File: config.mk
export PLATFORM = sky130hd
export DESIGN_NAME = clock_driver_reset_lock_seq
export DESIGN_NICKNAME = d
export VERILOG_FILES = /design/src/design/clock_seq_pkg.sv /design/src/design/clock_driver_reset_lock_seq.sv /design/src/design/pin_sync.sv
export SDC_FILE = /design/constraint.sdc
export NUM_CORES = 1
export LEC_CHECK = 0
export ABC_AREA = 1
export BUFFER_PORTS_ARGS = -buffer_cell sky130_fd_sc_hd__buf_4
export CAP_MARGIN = 0
export CORE_ASPECT_RATIO = 1.1
export CORE_MARGIN = 5
export CORE_UTILIZATION = 50
export DETAILED_ROUTE_END_ITERATION = 12
export GPL_ROUTABILITY_DRIVEN = 0
export GPL_TIMING_DRIVEN = 0
export PLACE_DENSITY = 0.79
export SETUP_SLACK_MARGIN = 0.05
export SLEW_MARGIN = 20
export SYNTH_ARGS = -nofsm -noshare
export SYNTH_HDL_FRONTEND = slang
export SYNTH_SLANG_ARGS = --single-unit
File: constraint.sdc
create_clock -name mclk -period 1.8 [get_ports mclk]
set_input_delay 0.54 -clock mclk [delete_from_list [all_inputs] [get_ports mclk]]
set_output_delay 0.54 -clock mclk [all_outputs]
set_load 0.005 [all_outputs]
File: src/design/clock_seq_pkg.sv
// Shared constants and types for the clock driver and reset sequencer.
package clock_seq_pkg;

   localparam int unsigned            PHASE_W        = 3;
   localparam logic [PHASE_W-1:0]     PHASE_RESET    = 3'h0;
   localparam logic [1:0]             BASE_RISE_LOW  = 2'h0;
   localparam logic [1:0]             ENABLE_PHASE   = 2'h1;
   localparam int unsigned            RELEASE_CYCLES = 1024;
   localparam int unsigned            CNT_W          = 10;
   localparam logic [CNT_W-1:0]       CNT_RESET      = 10'h000;
   localparam logic [CNT_W-1:0]       CNT_LAST       = CNT_W'(RELEASE_CYCLES - 1);
   localparam int unsigned            PIN_W          = 4;
   localparam logic [PIN_W-1:0]       PIN_RESET      = 4'h0;

   typedef enum {
      SEQ_WAIT_LOCK,
      SEQ_HOLD_REQ,
      SEQ_COUNT,
      SEQ_RELEASED
   } seq_state_t;

   typedef struct packed {
      logic       double_rate_clock_out;
      logic [2:0] base_clock_outs;
      logic       inverted_base_clock_out;
      logic       half_rate_enable_out;
   } clock_outs_t;

   typedef struct packed {
      logic ref_clk;
      logic loop_run_enable;
      logic reset_req;
      logic lock_detect;
   } pin_ins_t;

endpackage : clock_seq_pkg

File: src/design/clock_driver_reset_lock_seq.sv
// Clock output generation and processor reset/lock sequencer.

// What this block does
// Double-rate clock runs at twice base rate.
// Base divided by two as feedback.
// One extra base clock, inverted.
// Half-rate enable, offset from double-rate clock.
// Run enable low gives static test mode.
// Reset output driven low until lock.
// Hold low 1024 base cycles after lock.
// Request low at power-up holds output low.
// Request low pulse lasts at least 10ns.
// Request while locked: low, then 1024 cycles.
// Clocks keep running while reset held.
// Release to high impedance, never drive high.
// Reference from 5 MHz to quarter-max.
// Release 1016 to 1024 cycles after rise.
// Output rising edges align to reference rise.
// Counter restarts on request or lock loss.
module clock_driver_reset_lock_seq (
   input  wire logic                       mclk,
   input  wire logic                       reset_n,
   input  wire logic                       ce,
   input  wire logic                       ref_clk_in,
   input  wire logic                       loop_run_enable_in,
   input  wire logic                       reset_req_in,
   input  wire logic                       lock_detect_in,
   output clock_seq_pkg::clock_outs_t      clock_outs,
   output logic                            feedback_out,
   output logic                            rst_lock_out,
   output logic                            rst_lock_oe
);

   typedef struct packed {
      logic [clock_seq_pkg::PHASE_W-1:0] phase;
      logic                              ref_prev;
      clock_seq_pkg::seq_state_t         seq;
      logic [clock_seq_pkg::CNT_W-1:0]   cnt;
      clock_seq_pkg::clock_outs_t        outs;
      logic                              feedback;
      logic                              rst_oe;
   } core_state_t;

   core_state_t             s_reg;
   core_state_t             s_next;
   clock_seq_pkg::pin_ins_t pins_raw;
   clock_seq_pkg::pin_ins_t pins;
   logic                    ref_rise;
   logic                    base_edge;
   logic                    locked;

   assign pins_raw = '{ref_clk:         ref_clk_in,
                       loop_run_enable: loop_run_enable_in,
                       reset_req:       reset_req_in,
                       lock_detect:     lock_detect_in};

   pin_sync #(
      .W   (clock_seq_pkg::PIN_W),
      .RST (clock_seq_pkg::PIN_RESET)
   ) u_pin_sync (
      .mclk    (mclk),
      .reset_n (reset_n),
      .ce      (ce),
      .d       (pins_raw),
      .q       (pins)
   );

   always_comb begin
      s_next          = s_reg;
      s_next.ref_prev = pins.ref_clk;
      ref_rise        = pins.ref_clk & ~s_reg.ref_prev;
      if (pins.loop_run_enable) begin
         // Reference aligns phase.
         if (ref_rise) begin
            s_next.phase = clock_seq_pkg::PHASE_RESET;
         end else begin
            s_next.phase = s_reg.phase + 3'h1;
         end
         base_edge = (s_next.phase[1:0] == clock_seq_pkg::BASE_RISE_LOW);
         locked    = pins.lock_detect;
         // Double-rate output.
         s_next.outs.double_rate_clock_out   = ~s_next.phase[0];
         s_next.outs.base_clock_outs         = {3{~s_next.phase[1]}};
         // Inverted base output.
         s_next.outs.inverted_base_clock_out = s_next.phase[1];
         // Half-rate enable.
         s_next.outs.half_rate_enable_out    = (s_next.phase[1:0] == clock_seq_pkg::ENABLE_PHASE);
         // Base divided by two.
         s_next.feedback = ~s_next.phase[2];
      end else begin
         // Static test mode.
         s_next.phase    = s_reg.phase;
         base_edge       = ref_rise;
         locked          = 1'b1;
         s_next.outs     = '{double_rate_clock_out:   pins.ref_clk,
                             base_clock_outs:         {3{pins.ref_clk}},
                             inverted_base_clock_out: ~pins.ref_clk,
                             half_rate_enable_out:    1'b1};
         s_next.feedback = pins.ref_clk;
      end

      // Request low holds.
      if (!pins.reset_req) begin
         // Request restarts hold.
         s_next.seq = clock_seq_pkg::SEQ_HOLD_REQ;
         s_next.cnt = clock_seq_pkg::CNT_RESET;
      end else if (!locked) begin
         // Lock loss restarts.
         s_next.seq = clock_seq_pkg::SEQ_WAIT_LOCK;
         s_next.cnt = clock_seq_pkg::CNT_RESET;
      end else begin
         case (s_reg.seq)
            clock_seq_pkg::SEQ_WAIT_LOCK,
            clock_seq_pkg::SEQ_HOLD_REQ: begin
               s_next.seq = clock_seq_pkg::SEQ_COUNT;
               s_next.cnt = clock_seq_pkg::CNT_RESET;
            end
            clock_seq_pkg::SEQ_COUNT: begin
               // Count base cycles.
               if (base_edge) begin
                  // Release after last.
                  if (s_reg.cnt == clock_seq_pkg::CNT_LAST) begin
                     s_next.seq = clock_seq_pkg::SEQ_RELEASED;
                  end else begin
                     s_next.cnt = s_reg.cnt + 10'h001;
                  end
               end
            end
            clock_seq_pkg::SEQ_RELEASED: begin
               s_next.seq = clock_seq_pkg::SEQ_RELEASED;
            end
            default: begin
               s_next.seq = clock_seq_pkg::SEQ_WAIT_LOCK;
            end
         endcase
      end
      // Drive low until released.
      s_next.rst_oe = (s_next.seq != clock_seq_pkg::SEQ_RELEASED);
   end

   // Clocks run during reset.
   always_ff @(posedge mclk) begin
      if (!reset_n) begin
         s_reg <= '{phase:    clock_seq_pkg::PHASE_RESET,
                    ref_prev: 1'b0,
                    seq:      clock_seq_pkg::SEQ_WAIT_LOCK,
                    cnt:      clock_seq_pkg::CNT_RESET,
                    outs:     '0,
                    feedback: 1'b0,
                    rst_oe:   1'b1};
      end else if (ce) begin
         s_reg <= s_next;
      end
   end

   assign clock_outs   = s_reg.outs;
   assign feedback_out = s_reg.feedback;
   // Open drain, only low.
   assign rst_lock_out = 1'b0;
   assign rst_lock_oe  = s_reg.rst_oe;

endmodule : clock_driver_reset_lock_seq

File: src/design/pin_sync.sv
// Two-stage synchroniser for a group of pin inputs.
module pin_sync #(
   parameter int unsigned       W   = 4,
   parameter logic [W-1:0]      RST = '0
) (
   input  wire logic         mclk,
   input  wire logic         reset_n,
   input  wire logic         ce,
   input  wire logic [W-1:0] d,
   output logic      [W-1:0] q
);

   typedef struct packed {
      logic [W-1:0] first;
      logic [W-1:0] second;
   } sync_state_t;

   sync_state_t s_reg;
   sync_state_t s_next;

   always_comb begin
      s_next        = s_reg;
      s_next.first  = d;
      s_next.second = s_reg.first;
   end

   always_ff @(posedge mclk) begin
      if (!reset_n) begin
         s_reg <= '{first: RST, second: RST};
      end else if (ce) begin
         s_reg <= s_next;
      end
   end

   assign q = s_reg.second;

endmodule : pin_sync
# After elaboration in Yosys (flattened, before gate mapping)
# Cells that the tools add are included.
# word_totals
ff_bits,62
input_bits,7
elab_cells,46
# op_classes
n_addsub,2
n_eq_ne,9
n_mux,12
bitwise_logic,6
reduce_logical,5
# op_table
op,n
$mux 42,3
$pmux 32 s3,1
$eq 32x2->1 const B,2
$eq 32x1->1 const B,1
$logic_not 32->1,1
$mux 32,1
$ne 32x3->1 const B,1
$pmux 10 s2,1
$ne 4x4->1 const B,3
$add 10x1->10 const B,1
$eq 10x10->1 const B,1
$mux 10,1
$mux 7,1
$mux 3,2
$not 1->1,5
$reduce_and 4->1,1
$add 3x1->3 const B,1
$eq 2x1->1 const B,1
$logic_not 2->1,1
$mux 1,2
$reduce_and 2->1,1
$reduce_or 2->1,1
$and 1x1->1,1

# Depth between registers and ports, before layout
# logic_depth
ltp_word,11
ltp_mapped,13
mapped_depth_nobuf,12

# By module
# A second synthesis with hierarchy kept.
# unflattened
hier_cells,406
hier_area_um2,2763.9
# modules_own_cells
mod,instances,cells_each,area_each_um2,seq_area_each_um2
clock_driver_reset_lock_seq,1,355,2407.3,1041.0
pin_sync,1,51,356.6,160.2

# Least setup slack after synthesis
# OpenSTA, ideal clock, no wires.
# synth_timing
path_kind,register to register
startpoint,register s_reg[51] in the netlist's numbering
endpoint,register s_reg[9] in the netlist's numbering
arrival_ns,1.432
required_ns,1.689
path_slack_ns,0.257
path_stages_with_launch,11
path_buffers,1
path_cell_list,dfxtp_1 ha_1 o21ai_2 nand2_1 nand3_2 nand2_2 nor2_4 buf_6 nand2_2 nand2_1 nor2_2
# synth_between
elab_chain_cells,7
# synth_rtl
item,line,text
"start, declared",clock_driver_reset_lock_seq.sv:44,core_state_t s_reg;
"start signal, assigned",clock_driver_reset_lock_seq.sv:144,"s_reg <= '{phase: clock_seq_pkg::PHASE_RESET,"
"start signal, assigned",clock_driver_reset_lock_seq.sv:152,s_reg <= s_next;
$add 3x1->3,clock_driver_reset_lock_seq.sv:77,s_next.phase = s_reg.phase + 3'h1;
$mux 3,clock_driver_reset_lock_seq.sv:74,if (ref_rise) begin
$mux 3,clock_driver_reset_lock_seq.sv:72,if (pins.loop_run_enable) begin
$logic_not 2->1,clock_driver_reset_lock_seq.sv:79,base_edge = (s_next.phase[1:0] == clock_seq_pkg::BASE_RISE_LOW);
$mux 1,clock_driver_reset_lock_seq.sv:72,
$ne 4x4->1 (no source line),--,
$reduce_and 4->1 (no source line),--,
# No other way between the ends. The select of a mux whose other input is x is not followed.
# A chain may end at the register's enable or synchronous reset.

# Worst setup path in the final report
# layout_timing
startpoint,register s_reg[8] in the netlist's numbering
endpoint,register s_reg[17] in the netlist's numbering
# layout_between
elab_chain_cells,6
word_cells_on_any_way,9
classes_between,add/sub (1); eq/ne (2); mux (5); reduce/logical (1)
# layout_rtl
item,line,text
$add 10x1->10,clock_driver_reset_lock_seq.sv:125,s_next.cnt = s_reg.cnt + 10'h001;
$mux 10,clock_driver_reset_lock_seq.sv:122,if (s_reg.cnt == clock_seq_pkg::CNT_LAST) begin
$mux 42,clock_driver_reset_lock_seq.sv:120,if (base_edge) begin
$pmux 10 s2,clock_driver_reset_lock_seq.sv:112,case (s_reg.seq)
$mux 42,clock_driver_reset_lock_seq.sv:107,end else if (!locked) begin
$mux 42,clock_driver_reset_lock_seq.sv:103,if (!pins.reset_req) begin
# Parallel ways exist; a longest one is shown, timed or not. The select of a mux whose other input is x is not followed.

==> results by group <==
Pwr
  • Sequential power share: 46.8%
  • Switching share of power: 23.28%
  • Clock Power Share: 45.2%
  • Switching power: 0.6845 mW
  • Comb power frac: 8.0%
  • Total internal power: 2.255 mW
  • Pleak: 1.299 nW
  • Total power: 2.940 mW
  • Worst vdd ir: 0.6856 mV
  • Pwr Density: 917.1 nW/um^2

STA
  • Final setup violation count: 0
  • Fin. max-slew vios: 0
  • Fin crit share: 92.65%
  • Final hold vios: 0
  • Final setup skew: 0.009665 ns
  • Slew HR: 60.00%
  • Maximum clock rate: 599.6 MHz
  • Min Tclk post-route: 1.668 ns
  • RSZ-0062 raised after global routing: false
  • Worst-Margin Slew: 0.6000 ns
  • Setup total negative slack: 0 ns

Synthesis
  • Largest family of logic cells by synthesized area: simple AND/OR/NAND/NOR gates
  • Adder-cell share of the synthesized area: 0.9095%
  • Synth Warn #: 0
  • Syn Area/Cell: 7.073 sq um
  • Synth unique cells: 30
  • Synth Area in Simple Gates: 37.29%
  • Compound-gate portion of the synthesized area: 8.640%
  • FF+latch count, synth: 60
  • Mapped Area: 2751 sq um
  • Seq/Total Area, Yosys: 43.66%
  • Syn Nets: 398
  • Post-synthesis mux area share: 0%
  • Post-synthesis xor/xnor area fraction: 0.6367%
  • Post-synthesis cell count: 389

Routing
  • Drt drc: 0
  • Detailed-route wire length per cell: 11.46 um
  • Metal3 WL: 262 um
  • Drt via density: 4.832
  • DR vias: 2382
  • DRT Wirelength: 5650 um
  • Antenna Nets Post-Route: 0
  • DRT met1 WL: 2579 um
  • First-pass DRT Iterations: 4
  • Initial drt markers: 161
  • Top Metal Used: met4
  • Met2 WL: 2726 um

Worst setup path
  • Crit path buffers/inverters: 2
  • CP max stage cell: dfxtp_4
  • Crit path launch type: flop
  • Crit path max fanout: 10
  • Critical path, cell by cell: ha_2 > nand3_2 > inv_2 > nand3b_1 > nand2_1 > nand3_2 > nand2_2 > nor2_4 > buf_6 > nand2_2 > a21oi_2
  • WP data arrival: 1.87 ns
  • Required time of the critical path: 2.00 ns
  • Slowest stage delay, CP: 0.38 ns
  • Crit-path leading delay family: simple AND/OR/NAND/NOR gates
  • Crit. End Element: flop
  • Crit path kind: flop to flop

Finish
  • Final nets: 423
  • Multi-input gate area: 1345 sq um
  • Antenna diodes: 0
  • FILL cells: 489
  • P&R area growth vs syn: 16.51%
  • Number of flip-flops in the largest register: 46
  • FF/Latch Area: 1206 sq um
  • Layout cell share with drive strength beyond 1: 20.81%

Global routing
  • Pin count of the biggest net entering global routing: 11
  • Initial antenna violation count: 0
  • First-pass GRT wire length: 9804 um
  • GRT Overall Usage: 17.88%
  • Vias in the first global route: 2229
  • Grt ovf: 0

CTS
  • H-tree levels: 3
  • Reg clk slew, reported paths: 0.06 ns
  • Num Clock Sinks: 60
  • Total CTS buffers: 9
  • Max Buffers Root-to-Sink: 2
  • Worst skew pair latency: 0.34 ns
  • Clock Tree Root: clkbuf_8
  • TritonCTS clock tree: built
  • Setup repair bufs after CTS: 0

Placement
  • Post-DP HPWL: 3946 um
  • PortBufs: 14

Floorplan
  • Die Height: 87.80 um
  • I/O pins: 16
  • Die Footprint: 7088 sq um
  • CORE AREA: 5360 sq um
  • # rows: 28
  • Initial cell density of the core: 51.33%
  • Die X: 80.73 um

Worst hold path
  • Hold Path Class: input pin to flop

Status
  • Status: complete, no violations

Job
  • Max-cap viol count: 0
==> worst register-to-register path, delay by kind of cell (launching register included) <==
family,cells,cell delay [ns]
AND/OR/NAND/NOR,7,0.66
flip-flops,1,0.38
buffers and inverters,2,0.24
adder cells (fa/ha/maj),1,0.21
AO/OA/AOI/OAI,1,0.04
==> path summary, 6_finish.rpt <==
kind,start,end,slack (ns),depth (start not counted)
setup / recovery,s_reg[8]$_SDFFE_PN0P_,s_reg[17]$_SDFFE_PN0P_,0.13,11
hold / removal,loop_run_enable_in,u_pin_sync.s_next[2]$_SDFFE_PN0P_,0.42,3
setup reg to reg,s_reg[8]$_SDFFE_PN0P_,s_reg[17]$_SDFFE_PN0P_,0.13,11
hold reg to reg,s_reg[24]$_SDFFE_PN0P_,s_reg[24]$_SDFFE_PN0P_,0.43,2
==> power groups by stage <==
stage	Sequential (mW)	Combinational (mW)	Clock [mW]
6_report	1.38	0.235	1.33
5_1_grt	1.38	0.261	1.42
4_1_cts	1.38	0.230	1.35
3_5_place_dp	1.41	0.228	0
3_3_place_gp	1.40	0.224	0
2_1_floorplan	1.40	0.158	0
==> cells in the final DEF, fill, tap and decap left out, types with 2 or more instances in the layout <==
cell / instances
dfxtp_1: 58
buf_6: 2
inv_1: 26
buf_4: 21
nor3_1: 6
o21ai_0: 13
nand3_1: 21
nand3_2: 3
nor2_4: 3
a21oi_2: 9
a21oi_1: 14
nand4_1: 3
nor2_2: 7
clkbuf_8: 10
clkbuf_1: 11
bufinv_16: 2
clkinv_1: 2
xor2_1: 2
nand2_1: 88
nand2_2: 15
inv_2: 5
nor2_1: 81
==> logic make-up (layout without fill, tap and decap cells) <==
group,Yosys count,after routing
and+or+nand+nor,232,232
other,1,1
DFF,60,60
xor gates and xnor gates,2,2
buffers and inverters,53,82
AOI/OAI and AO/OA,39,39
adders and majority gates,2,2
==> stage by stage <==
step,area [sq um],worst slack [ns],util (%),cells,hold slack (ns)
finish,3206,0.1324,59.80,493,0.4177
global route,3206,0.05389,59.80,493,0.4040
CTS,3167,0.06726,59.08,493,0.4064
detailed placement,2950,0.04172,55.04,478,0.4232
global placement,2950,0.04285,55.04,478,0.4211
floorplan,2751,0.2573,-,389,0.4133
==> per-layer routing <==
metal  GRT usage [%]  vias up
li1                -     1255
met1           22.02     1089
met2           28.99       30
met3           4.630        8
met4           8.909        0
met5               0        -
==> area by class of cell <==
cell class,instances,share of cell area (%)
clock buffers,11,4.411
inverters,33,3.864
flip-flops and latches,60,37.63
plain buffers,20,3.630
repair buffers,14,3.279
multi-input cells,276,41.96
well taps,75,2.927
clock inverters,4,2.303
==> synthesized netlist by cell type (all sizes together) <==
cell type	number	share of area (%)
a211oi	1	0.27
dfxtp	60	44
o21bai	1	0.27
nand3b	1	0.27
nor2	91	14
xor2	2	0.64
inv	31	4.2
nand3	25	5.1
nor3b	1	0.27
ha	2	0.91
a21oi	23	5.4
or2	1	0.23
nand2	103	15
nand4	3	0.68
conb	1	0.14
clkbuf	10	1.4
nor3	7	1.5
clkinv	2	0.27
buf	10	2.9
o21ai	14	2.7
==> timing repair <==
action,4_1_cts,5_1_grt
hold buffers,0,0
cloned,0,0
gates resized for setup,1,7
endpoints found under the setup margin,10,12
pin swaps,0,1
No activity file was read; power rests on OpenSTA's default activity.
